`config.mk`:
```
export PLATFORM = sky130hd
export DESIGN_NAME = wake_timer_watchdog
export DESIGN_NICKNAME = d
export VERILOG_FILES = /design/src/core/wake_timer_pkg.sv /design/src/core/tick_if.sv /design/src/core/osc_tick.sv /design/src/core/wake_timer_watchdog.sv
export SDC_FILE = /design/constraint.sdc
export NUM_CORES = 1
export LEC_CHECK = 0
export BUFFER_PORTS_ARGS = -buffer_cell sky130_fd_sc_hd__buf_2
export CAP_MARGIN = 20
export CORE_UTILIZATION = 45
export DETAILED_ROUTE_END_ITERATION = 7
export PLACE_DENSITY = 0.67
export SYNTH_ARGS = -nofsm -noshare
export SYNTH_HDL_FRONTEND = slang
export SYNTH_SLANG_ARGS = --single-unit
```
`constraint.sdc`:
```
create_clock -name i_ref_clk -period 3.1 [get_ports i_ref_clk]
set_input_delay 0.155 -clock i_ref_clk [delete_from_list [all_inputs] [get_ports i_ref_clk]]
set_output_delay 0.155 -clock i_ref_clk [all_outputs]
set_load 0.1 [all_outputs]
```
`src/core/wake_timer_pkg.sv`:
```
// constants and types shared by the wake timer watchdog design
package wake_timer_pkg;

    // reference clock and internal oscillator tick
    localparam int unsigned REF_CLK_HZ         = 10_000_000;
    localparam int unsigned TICK_TIME_MS       = 10;
    localparam int unsigned TICK_CYCLES        = REF_CLK_HZ / 1000 * TICK_TIME_MS;
    localparam int unsigned TICK_CNT_W         = 17;

    // timing figures in milliseconds and their tick counts
    localparam int unsigned RESET_PULSE_TIME_MS       = 320;
    localparam int unsigned WAKE_PULSE_TIME_MS        = 20;
    localparam int unsigned ACK_GUARD_TIME_MS         = 20;
    localparam int unsigned DEBOUNCE_TIME_MS          = 20;
    localparam int unsigned RESISTOR_CONVERSION_MS    = 100;
    localparam int unsigned RESET_PULSE_TICKS  = RESET_PULSE_TIME_MS / TICK_TIME_MS;
    localparam int unsigned WAKE_PULSE_TICKS   = WAKE_PULSE_TIME_MS / TICK_TIME_MS;
    localparam int unsigned ACK_GUARD_TICKS    = ACK_GUARD_TIME_MS / TICK_TIME_MS;
    localparam int unsigned DEBOUNCE_TICKS     = DEBOUNCE_TIME_MS / TICK_TIME_MS;
    localparam int unsigned CONVERSION_TICKS   = RESISTOR_CONVERSION_MS / TICK_TIME_MS;

    // interval range 100 ms .. 7200 s counted in ticks
    localparam int unsigned INTERVAL_W         = 20;
    localparam int unsigned MIN_INTERVAL_MS    = 100;
    localparam int unsigned MAX_INTERVAL_S     = 7200;
    localparam logic [INTERVAL_W-1:0] MIN_INTERVAL_TICKS =
        INTERVAL_W'(MIN_INTERVAL_MS / TICK_TIME_MS);
    localparam logic [INTERVAL_W-1:0] MAX_INTERVAL_TICKS =
        INTERVAL_W'(MAX_INTERVAL_S * 1000 / TICK_TIME_MS);
    localparam int unsigned TIMER_W            = 9;

    typedef enum logic [2:0] {
        ST_POWER_UP,
        ST_MEASURE,
        ST_RESET_PULSE,
        ST_MANUAL_HOLD,
        ST_RUN
    } mode_t;

endpackage : wake_timer_pkg

```
`src/core/tick_if.sv`:
```
// oscillator tick carried from the tick generator to the controller
`timescale 1ns/10ps
`default_nettype none
interface tick_if;
    logic tick;
    modport source (output tick);
    modport sink   (input tick);
endinterface : tick_if
`default_nettype wire

```
`src/core/osc_tick.sv`:
```
// divides the reference clock down to the internal oscillator tick
`timescale 1ns/10ps
`default_nettype none
module osc_tick
    import wake_timer_pkg::*;
#(
    // reference cycles per oscillator tick; a bench may shorten it to keep runs short
    parameter int unsigned DIV = TICK_CYCLES
)
(
    input  wire logic   i_ref_clk,
    input  wire logic   i_rst,
    tick_if.source      tk
);
    logic [TICK_CNT_W-1:0] div_cnt;
    wire                   div_end = (div_cnt == TICK_CNT_W'(DIV - 1));

    // one-cycle tick every oscillator period
    always_ff @(posedge i_ref_clk) begin
        if (i_rst) begin
            div_cnt <= '0;
            tk.tick <= 1'b0;
        end else begin
            div_cnt <= div_end ? '0 : div_cnt + 1'b1;
            tk.tick <= div_end;
        end
    end
endmodule : osc_tick
`default_nettype wire

```
`src/core/wake_timer_watchdog.sv`:
```
// wake timer with watchdog, manual reset and start-up interval measurement
`timescale 1ns/10ps
`default_nettype none
module wake_timer_watchdog
    import wake_timer_pkg::*;
#(
    // reference cycles per oscillator tick; the default is the true 10 ms tick
    parameter int unsigned TICK_DIV = TICK_CYCLES
)
(
    input  wire logic                  i_ref_clk,
    input  wire logic                  i_rst,
    input  wire logic                  i_ack,
    input  wire logic                  i_manual_reset,
    input  wire logic                  i_meas_done,
    input  wire logic [INTERVAL_W-1:0] i_meas_interval,
    output logic                       o_wake,
    output logic                       o_host_reset_n,
    output logic                       o_meas_enable
);
    tick_if tk ();

    // tick source shared by every timer below
    osc_tick #(
        .DIV       (TICK_DIV)
    ) u_osc_tick (
        .i_ref_clk (i_ref_clk),
        .i_rst     (i_rst),
        .tk        (tk.source)
    );

    // two-stage synchronisers for the asynchronous pins
    logic [1:0] ack_sync;
    logic [1:0] mr_sync;
    logic [1:0] done_sync;
    logic       ack_prev;

    always_ff @(posedge i_ref_clk) begin
        if (i_rst) begin
            ack_sync  <= 2'h0;
            mr_sync   <= 2'h0;
            done_sync <= 2'h0;
            ack_prev  <= 1'b0;
        end else begin
            ack_sync  <= {ack_sync[0], i_ack};
            mr_sync   <= {mr_sync[0], i_manual_reset};
            done_sync <= {done_sync[0], i_meas_done};
            ack_prev  <= ack_sync[1];
        end
    end

    // the measured word comes from the analog chain's domain; it is settled
    // before the done strobe, so two plain register stages are enough here
    logic [INTERVAL_W-1:0] ivl_meta;
    logic [INTERVAL_W-1:0] ivl_sync;

    always_ff @(posedge i_ref_clk) begin
        if (i_rst) begin
            ivl_meta <= '0;
            ivl_sync <= '0;
        end else begin
            ivl_meta <= i_meas_interval;
            ivl_sync <= ivl_meta;
        end
    end

    wire ack_s  = ack_sync[1];
    wire mr_s   = mr_sync[1];
    wire done_s = done_sync[1];

    wire ack_rise = ack_s & ~ack_prev;

    // manual reset debounce: high on consecutive ticks, any low restarts
    logic [1:0] mr_cnt;
    logic       mr_valid;
    wire mr_qualify = tk.tick & mr_s &
                      (mr_cnt == 2'(DEBOUNCE_TICKS - 1));

    // glitches shorter than one 10 ms tick rejected
    always_ff @(posedge i_ref_clk) begin
        if (i_rst || !mr_s) begin
            mr_cnt <= 2'h0;
        end else if (tk.tick && mr_cnt != 2'(DEBOUNCE_TICKS)) begin
            mr_cnt <= mr_cnt + 2'h1;
        end
    end

    assign mr_valid = mr_qualify;

    // state and counters
    mode_t                 mode;
    mode_t                 next_mode;
    logic [INTERVAL_W-1:0] interval;
    logic [INTERVAL_W-1:0] ivl_cnt;
    logic [TIMER_W-1:0]    timer;
    logic                  first_ivl;
    logic                  acked;
    logic                  missed;
    logic                  have_interval;

    // clamp measured interval into the supported range
    function automatic logic [INTERVAL_W-1:0] clamp_ivl(input logic [INTERVAL_W-1:0] v);
        if (v < MIN_INTERVAL_TICKS) begin
            clamp_ivl = MIN_INTERVAL_TICKS;
        end else if (v > MAX_INTERVAL_TICKS) begin
            clamp_ivl = MAX_INTERVAL_TICKS;
        end else begin
            clamp_ivl = v;
        end
    endfunction : clamp_ivl

    wire ivl_end    = tk.tick & (ivl_cnt == interval - 1'b1);
    // ack window closes 20 ms before the next wake
    wire ack_window = (ivl_cnt + INTERVAL_W'(ACK_GUARD_TICKS)) < interval;
    wire timer_end  = tk.tick & (timer == TIMER_W'(RESET_PULSE_TICKS - 1));
    // conversion takes a fixed number of ticks at most
    wire meas_end   = done_s | (tk.tick & (timer == TIMER_W'(CONVERSION_TICKS - 1)));

    // next-state selection
    always_comb begin
        next_mode = mode;
        case (mode)
            ST_POWER_UP:    next_mode = mr_s ? ST_POWER_UP : ST_MEASURE;
            // pin at supply holds off interval setting
            ST_MEASURE:     next_mode = mr_s ? ST_POWER_UP :
                                        (meas_end ? ST_RESET_PULSE : ST_MEASURE);
            ST_RESET_PULSE: next_mode = mr_valid ? ST_MANUAL_HOLD :
                                        (timer_end ? ST_RUN : ST_RESET_PULSE);
            // wait for release, then a full reset pulse
            ST_MANUAL_HOLD: next_mode = mr_s ? ST_MANUAL_HOLD : ST_RESET_PULSE;
            ST_RUN:         next_mode = mr_valid ? ST_MANUAL_HOLD :
                                        ((ivl_end && !acked && !first_ivl) ?
                                         ST_RESET_PULSE : ST_RUN);
            default:        next_mode = ST_POWER_UP;
        endcase
    end

    always_ff @(posedge i_ref_clk) begin
        if (i_rst) begin
            mode <= ST_POWER_UP;
        end else begin
            mode <= next_mode;
        end
    end

    // interval captured once per measurement, never again
    // measurement result is the terminal count
    always_ff @(posedge i_ref_clk) begin
        if (i_rst) begin
            interval      <= MIN_INTERVAL_TICKS;
            have_interval <= 1'b0;
        end else if (mode == ST_MEASURE && next_mode == ST_RESET_PULSE && !have_interval) begin
            interval      <= clamp_ivl(ivl_sync);
            have_interval <= 1'b1;
        end
    end

    // shared tick timer for measurement and reset pulse
    always_ff @(posedge i_ref_clk) begin
        if (i_rst || next_mode != mode) begin
            timer <= '0;
        end else if (tk.tick) begin
            timer <= timer + 1'b1;
        end
    end

    // interval timer free-runs in run mode, ack never touches it
    // counters restart on every reset entry
    // interval starts when the reset pulse ends
    always_ff @(posedge i_ref_clk) begin
        if (i_rst || mode != ST_RUN) begin
            ivl_cnt <= '0;
        end else if (ivl_end) begin
            ivl_cnt <= '0;
        end else if (tk.tick) begin
            ivl_cnt <= ivl_cnt + 1'b1;
        end
    end

    // first interval after reset needs no ack and issues no wake
    always_ff @(posedge i_ref_clk) begin
        if (i_rst || mode != ST_RUN) begin
            first_ivl <= 1'b1;
        end else if (ivl_end) begin
            first_ivl <= 1'b0;
        end
    end

    // latch first ack, later edges ignored until next interval
    // late acks fall outside the window and do not count
    always_ff @(posedge i_ref_clk) begin
        if (i_rst || mode != ST_RUN || ivl_end) begin
            acked <= 1'b0;
        end else if (ack_rise && ack_window) begin
            acked <= 1'b1;
        end
    end

    assign missed = ivl_end & ~acked & ~first_ivl;

    // wake pulse generator
    logic [TIMER_W-1:0] wake_cnt;
    logic               next_wake;
    // wake at interval start, skipped for first and after a miss
    wire wake_start = (mode == ST_RUN) & ivl_end & ~missed & ~mr_valid;
    wire wake_stop  = tk.tick & (wake_cnt == TIMER_W'(WAKE_PULSE_TICKS - 1));

    always_comb begin
        next_wake = o_wake;
        if (wake_start) begin
            next_wake = 1'b1;
        end else if (next_mode != ST_RUN || wake_stop) begin
            // manual reset forces wake low
            // looking at the next mode drops wake in the same edge as reset
            next_wake = 1'b0;
        end else if (ack_rise && !acked && ack_window) begin
            next_wake = 1'b0;
        end
    end

    always_ff @(posedge i_ref_clk) begin
        if (i_rst) begin
            o_wake   <= 1'b0;
            wake_cnt <= '0;
        end else begin
            o_wake   <= next_wake;
            wake_cnt <= (wake_start || !o_wake) ? '0 :
                        (tk.tick ? wake_cnt + 1'b1 : wake_cnt);
        end
    end

    // reset low through power-up and measurement
    // low through hold and pulse width; stays high while the pin debounces in run
    // analog path enabled only while measuring
    always_ff @(posedge i_ref_clk) begin
        if (i_rst) begin
            o_host_reset_n <= 1'b0;
            o_meas_enable  <= 1'b0;
        end else begin
            o_host_reset_n <= (next_mode == ST_RUN);
            o_meas_enable  <= (next_mode == ST_MEASURE) && !have_interval;
        end
    end

endmodule : wake_timer_watchdog
`default_nettype wire

```
# After elaboration in Yosys (flattened, before gate mapping)

Index checks and enable logic that the tools add are counted.

Add/subtract/negate cells: 7
Multiply operators: 0
Divide/modulo/power cells: 0
Order comparisons: 3
Eq/ne operators: 17
Shift operators: 0
Muxes and demuxes: 14
Bitwise gates (word level): 18
Reduce and logical (&&, ||, !) cells: 25

Operators by type and width:

| cell                  | count |
|---|---|
| $mux 20               | 2 |
| $add 20x1->20 const B | 1 |
| $add 20x2->20 const B | 1 |
| $eq 20x20->1          | 1 |
| $gt 20x20->1 const B  | 1 |
| $lt 20x20->1          | 1 |
| $lt 20x4->1 const B   | 1 |
| $sub 20x1->20 const B | 1 |
| $add 9x1->9 const B   | 2 |
| $add 17x1->17 const B | 1 |
| $eq 17x17->1 const B  | 1 |
| $pmux 3 s5            | 1 |
| $and 1x1->1           | 12 |
| $mux 3                | 4 |
| $eq 3x2->1 const B    | 3 |
| $eq 9x1->1 const B    | 1 |
| $eq 9x4->1 const B    | 1 |
| $eq 9x5->1 const B    | 1 |
| $logic_and 1x1->1     | 9 |
| $eq 3x1->1 const B    | 2 |
| $eq 3x3->1 const B    | 2 |
| $logic_or 1x1->1      | 6 |
| $ne 3x3->1 const B    | 2 |
| $reduce_or 2->1       | 3 |
| 11 further kinds      | 24 |

Register bits after elaboration: 134
Bits in latches: 0
Bits in writable memories: 0
ROM bits: 0
Word-level logic and storage cells: 104
Memories kept: 0

# Longest topological paths before layout

Depth after elaboration: 12
Depth in mapped cells: 15
Gate-level depth less buffers: 14

# Cells and area by module

Synthesis repeated with hierarchy kept, for this count alone.

Cells, all modules: 766
Area, all modules: 6730.2 µm²

By module, submodules not included:

| module              | instances | cells an instance | area an instance (µm²) | seq. area each (µm²) |
|---|---|---|---|---|
| wake_timer_watchdog | 1         | 678               | 5868.1                 | 2322.2 |
| osc_tick            | 1         | 88                | 862.1                  | 360.3 |

# Worst setup path before layout

No wires, ideal clock.

Path kind: register to register
Start point: reg ivl_cnt[3]
End point: reg o_wake
Arrival time: 2721 ps
Slack: 308 ps
Cell stages (with the launch flop): 16
Buffers on the path: 1
Path through: dfxtp_1 > clkbuf_1 > nand4_1 > or2_2 > nor2_1 > nand3_1 > xnor2_1 > ha_1 > nand4_1 > a211oi_1 > o41ai_1 > a31oi_1 > o21ai_0 > nand4_1 > o211ai_1 > o2bb2ai_1

Longest elaborated chain between the ends: 11
Elaborated cells between the ends (all ways): 21
Classes of those cells: add/sub: 1; order compare: 1; eq/ne: 2; mux: 5; bitwise: 7; reduce/logical: 5

Ends and longest elaborated chain:

| element                                                                | line                       | source |
|---|---|---|
| start: declaration                                                     | wake_timer_watchdog.sv:94  | `logic [INTERVAL_W-1:0] ivl_cnt;` |
| start signal: assignment                                               | wake_timer_watchdog.sv:176 | `ivl_cnt <= ivl_cnt + 1'b1;` |
| parallel branches: the longest is 11 deep, another holds $add 20x2->20 | -                          |  |
| end signal: assignment                                                 | wake_timer_watchdog.sv:226 | `o_wake <= next_wake;` |
| end: declaration                                                       | wake_timer_watchdog.sv:17  | `output logic o_wake,` |

Parallel ways; which one is timed is not known.
A chain may end at the register's enable or synchronous reset.

# Worst setup path after layout

Start point: reg interval[1]
End point: reg wake_cnt[1]

Longest elaborated chain between the ends: 10
Elaborated cells between the ends (all ways): 11
Classes of those cells: add/sub: 1; eq/ne: 1; bitwise: 7; reduce/logical: 2

Ends and longest elaborated chain:

| element                            | line                       | source |
|---|---|---|
| start: declaration                 | wake_timer_watchdog.sv:93  | `logic [INTERVAL_W-1:0] interval;` |
| start signal: assignment           | wake_timer_watchdog.sv:153 | `interval <= clamp_ivl(ivl_sync);` |
| $sub 20x1->20 *                    | wake_timer_watchdog.sv:112 | `wire ivl_end = tk.tick & (ivl_cnt == interval - 1'b1);` |
| $eq 20x20->1 *                     | wake_timer_watchdog.sv:112 |  |
| $and 1x1->1 *                      | wake_timer_watchdog.sv:112 |  |
| $and 1x1->1 (2 in series)          | wake_timer_watchdog.sv:199 | `assign missed = ivl_end & ~acked & ~first_ivl;` |
| $not 1->1                          | wake_timer_watchdog.sv:205 | `wire wake_start = (mode == ST_RUN) & ivl_end & ~missed & ~mr_valid;` |
| $and 1x1->1 * (2 in series)        | wake_timer_watchdog.sv:205 |  |
| $logic_or 1x1->1 *                 | wake_timer_watchdog.sv:227 | `wake_cnt <= (wake_start \|\| !o_wake) ? '0 :` |
| $reduce_or 2->1 (no source line) * | -                          |  |
| end signal: assignment             | wake_timer_watchdog.sv:227 |  |
| end: declaration                   | wake_timer_watchdog.sv:202 | `logic [TIMER_W-1:0] wake_cnt;` |

Mark *: on every way between the ends. The rest lies on a longest branch, timed or not.

==> results.py <==
metrics = {
    "routing": {
        "drtPass1Iterations": 4,
        "wl_per_cell_um": 14.2,
        "vias": 5345,
        "drc": 0,
        "drt_iter0_drc": 302,
        "drt_wl_total_um": 14500,
        "ant_nets": 0,
        "via_per_inst": 5.27,
    },
    "worst_setup_path": {
        "critPathBufInv": 2,
        "cp.required_ns": 3.39,
        "path_max_fanout": 9,
        "cp-end-kind": "flip-flop",
        "worstPathCellList": "inv_1, ha_1, or4b_2, nor2_1, a31oi_1, nor4b_2, nand4_2, o41ai_4, buf_4, a211oi_1",
        "slowest_stage": "or4b_2",
        "critical_path_class": "reg2reg",
        "cpPeakStageDelay_ns": 0.64,
        "worstPathArrival_ns": 3.21,
        "start_kind": "flip-flop",
        "critPathTopFamily": "simple AND/OR/NAND/NOR gates",
    },
    "synth": {
        "synth_area_per_cell_um2": 8.55,
        "synth_nets": 826,
        "synthCells": 771,
        "ys.flop_type": "dfxtp_1",
        "yosysMostFrequentCell": "dfxtp_1",
        "ys_ff_latch": 134,
        "synth_seq_area_share": 0.407,
        "synth_area_leader_cell": "dfxtp_1",
        "synth_top_area_share": 0.407,
        "syn_area_mm2": 0.00660,
        "yosysWarnings": 0,
        "synth_edf_count": 0,
        "synthTopCellsByArea": "dfxtp_1 (41%), xnor2_1 (6.1%), xor2_1 (6.1%)",
        "ys_types": 58,
        "synth_async_sr_flop_share": 0,
        "synthTopCellsByCount": "dfxtp_1 (134), nor2_1 (93), nand2_1 (53), nor2b_1 (53)",
    },
    "run_status": {
        "status": "finished clean",
    },
    "timing": {
        "setup_viol": 0,
        "worstMarginPinSlew_ns": 0.677,
        "slew_headroom": 0.549,
        "finalCriticalPeriod_ns": 2.92,
        "fin_crit_sh": 0.942,
        "slew_viol_final": 0,
        "worst_hold_slack_ns": 0.0372,
        "hold_viol": 0,
        "clock_skew_ns": 0.00934,
        "fmax_mhz": 342,
    },
    "die": {
        "ios": 28,
        "std_cell_rows": 43,
        "die_w_um": 123,
        "die_y_um": 123,
        "start_util": 0.468,
        "fp.dieArea_mm2": 0.0151,
        "core-area_mm2": 0.0141,
    },
    "placement": {
        "portBuffers": 27,
        "dpl.hpwl_um": 10100,
        "dp_cells": 960,
        "routabilityCongestion": 0.953,
    },
    "finish": {
        "antennaDiodeCount": 0,
        "syn_to_final_growth_pct": 18.6,
        "drive_above_1_share": 0.129,
        "instances_no_fill": 1015,
        "fillers": 1280,
        "nNetsFinal": 877,
    },
    "clock_tree": {
        "cts_buffers": 17,
        "cts-root-buf": "clkbuf_16",
        "cts-htree-levels": 4,
        "clk_latency_ns": 0.42,
        "cts_sinks": 134,
        "clk_path_buf_depth": 2,
        "cts_tree": "done",
        "clkTransAtPathRegs_ns": 0.06,
        "post_cts_buffers": 0,
    },
    "global_route": {
        "grt_max_degree": 73,
        "overflow": 0,
        "track_usage": 0.208,
        "antenna_found_initial": 0,
        "grt_pass1_wl_um": 24500,
        "grt_pass1_vias": 5143,
    },
    "power_and_ir_drop": {
        "seqPwrFrac": 0.454,
        "comb_power_share": 0.043,
        "p_int_uw": 3000,
        "leakagePower_uw": 0.00293,
        "p_switching_uw": 927,
        "power_density_mw_per_mm2": 503,
        "clockPowerShare": 0.503,
        "max-vdd-ir-drop_uv": 415,
        "switching_share": 0.236,
    },
    "job": {
        "max_cap_violations": 0,
    },
    "worst_hold_path": {
        "hp-class": "in2reg",
    },
}
[through the flow]
step	setup slack, ns	util	power (uW)	area (um2)	TNS, ns
3_5_place_dp	0.0732	0.494	1970	6960	0
5_1_grt	-0.0121	0.555	4070	7820	-0.0121
2_1_floorplan	0.308	-	1920	6600	0
3_3_place_gp	0.168	0.494	1960	6960	0
4_1_cts	0.0520	0.552	3960	7780	0
6_report	0.179	0.555	3930	7820	0
[path summary, 6_finish.rpt]
| kind | start | endpoint | slack (ns) | cells past startpoint |
|---|---|---|---|---|
| worst min register to register | ivl_meta[1] | ivl_sync[1] | 0.43 | 1 |
| worst max register to register | interval[1] | wake_cnt[1] | 0.18 | 10 |
| worst max-delay path | interval[1] | wake_cnt[1] | 0.18 | 10 |
| worst min-delay path | i_rst | first_ivl | 0.04 | 2 |
[sequential cells by signal, summed over array words and instances, names as in the netlist, 2 cells and up]
signal / flops
interval: 20
ivl_cnt: 20
ivl_meta: 20
ivl_sync: 20
u_osc_tick.div_cnt: 17
timer: 9
wake_cnt: 9
mode: 3
ack_sync: 2
done_sync: 2
mr_cnt: 2
mr_sync: 2
[cell usage in the layout, fill, tap and decap left out, drive strengths merged, types with 4 or more instances in the layout]
cell         synthesis  layout
nand4               26      26
ha                  30      30
and4                 5       5
a211oi               6       6
and3                13      13
nor3                26      26
a21oi               33      33
clkinv               0       4
clkbuf              31      19
or3                  4       4
nor2                94      94
xor2                46      46
nor4b                4       4
a31oi                6       6
nand2               53      53
nand3               34      34
buf                  6      46
xnor2               46      46
nor4                13      13
dfxtp              134     134
nor2b               53      53
dlygate4sd3          0      23
o211ai               6       6
o21ai               27      27
inv                 35      41
[metal layers]
metal  up-vias  share of wire  GRT usage
li1       2739              -          -
met1      2479           0.46      0.259
met2       102           0.48      0.346
met3        25          0.035     0.0475
met4         0          0.020     0.0858
met5         -              0          0
[final cells by class]
class / instances / area (um2) / share of cell area
clock buffer: 19 / 453 / 0.0579
clock inverter: 13 / 135 / 0.0173
inverter: 35 / 131 / 0.0168
multi-input combinational: 565 / 3670 / 0.469
sequential: 134 / 2690 / 0.344
tap: 180 / 225 / 0.0288
timing repair buffer: 69 / 520 / 0.0665
[power by group through the flow]
stage / sequential (uW) / combinational (uW) / clock, uW
3_3_place_gp: 1820 / 140 / 0
4_1_cts: 1780 / 166 / 2010
3_5_place_dp: 1820 / 143 / 0
5_1_grt: 1790 / 186 / 2090
2_1_floorplan: 1820 / 98.9 / 0
6_report: 1780 / 168 / 1980
[timing repair]
item / in CTS / in global routing
gates resized for setup: 0 / 13
endpoints found under the hold margin: 23 / 0
endpoints found under the setup margin: 0 / 13
hold buffers: 23 / 0
[cells by family after synthesis]
| logic type | Yosys count | synth area share |
|---|---|---|
| simple gates | 345 | 0.276 |
| flops | 134 | 0.407 |
| compound gates | 94 | 0.0890 |
| xor+xnor | 92 | 0.122 |
| buf+inv | 72 | 0.0429 |
| fa+ha+maj | 30 | 0.0569 |
| mux | 4 | 0.00645 |
Note: power is estimated with default switching activity, not from simulation.
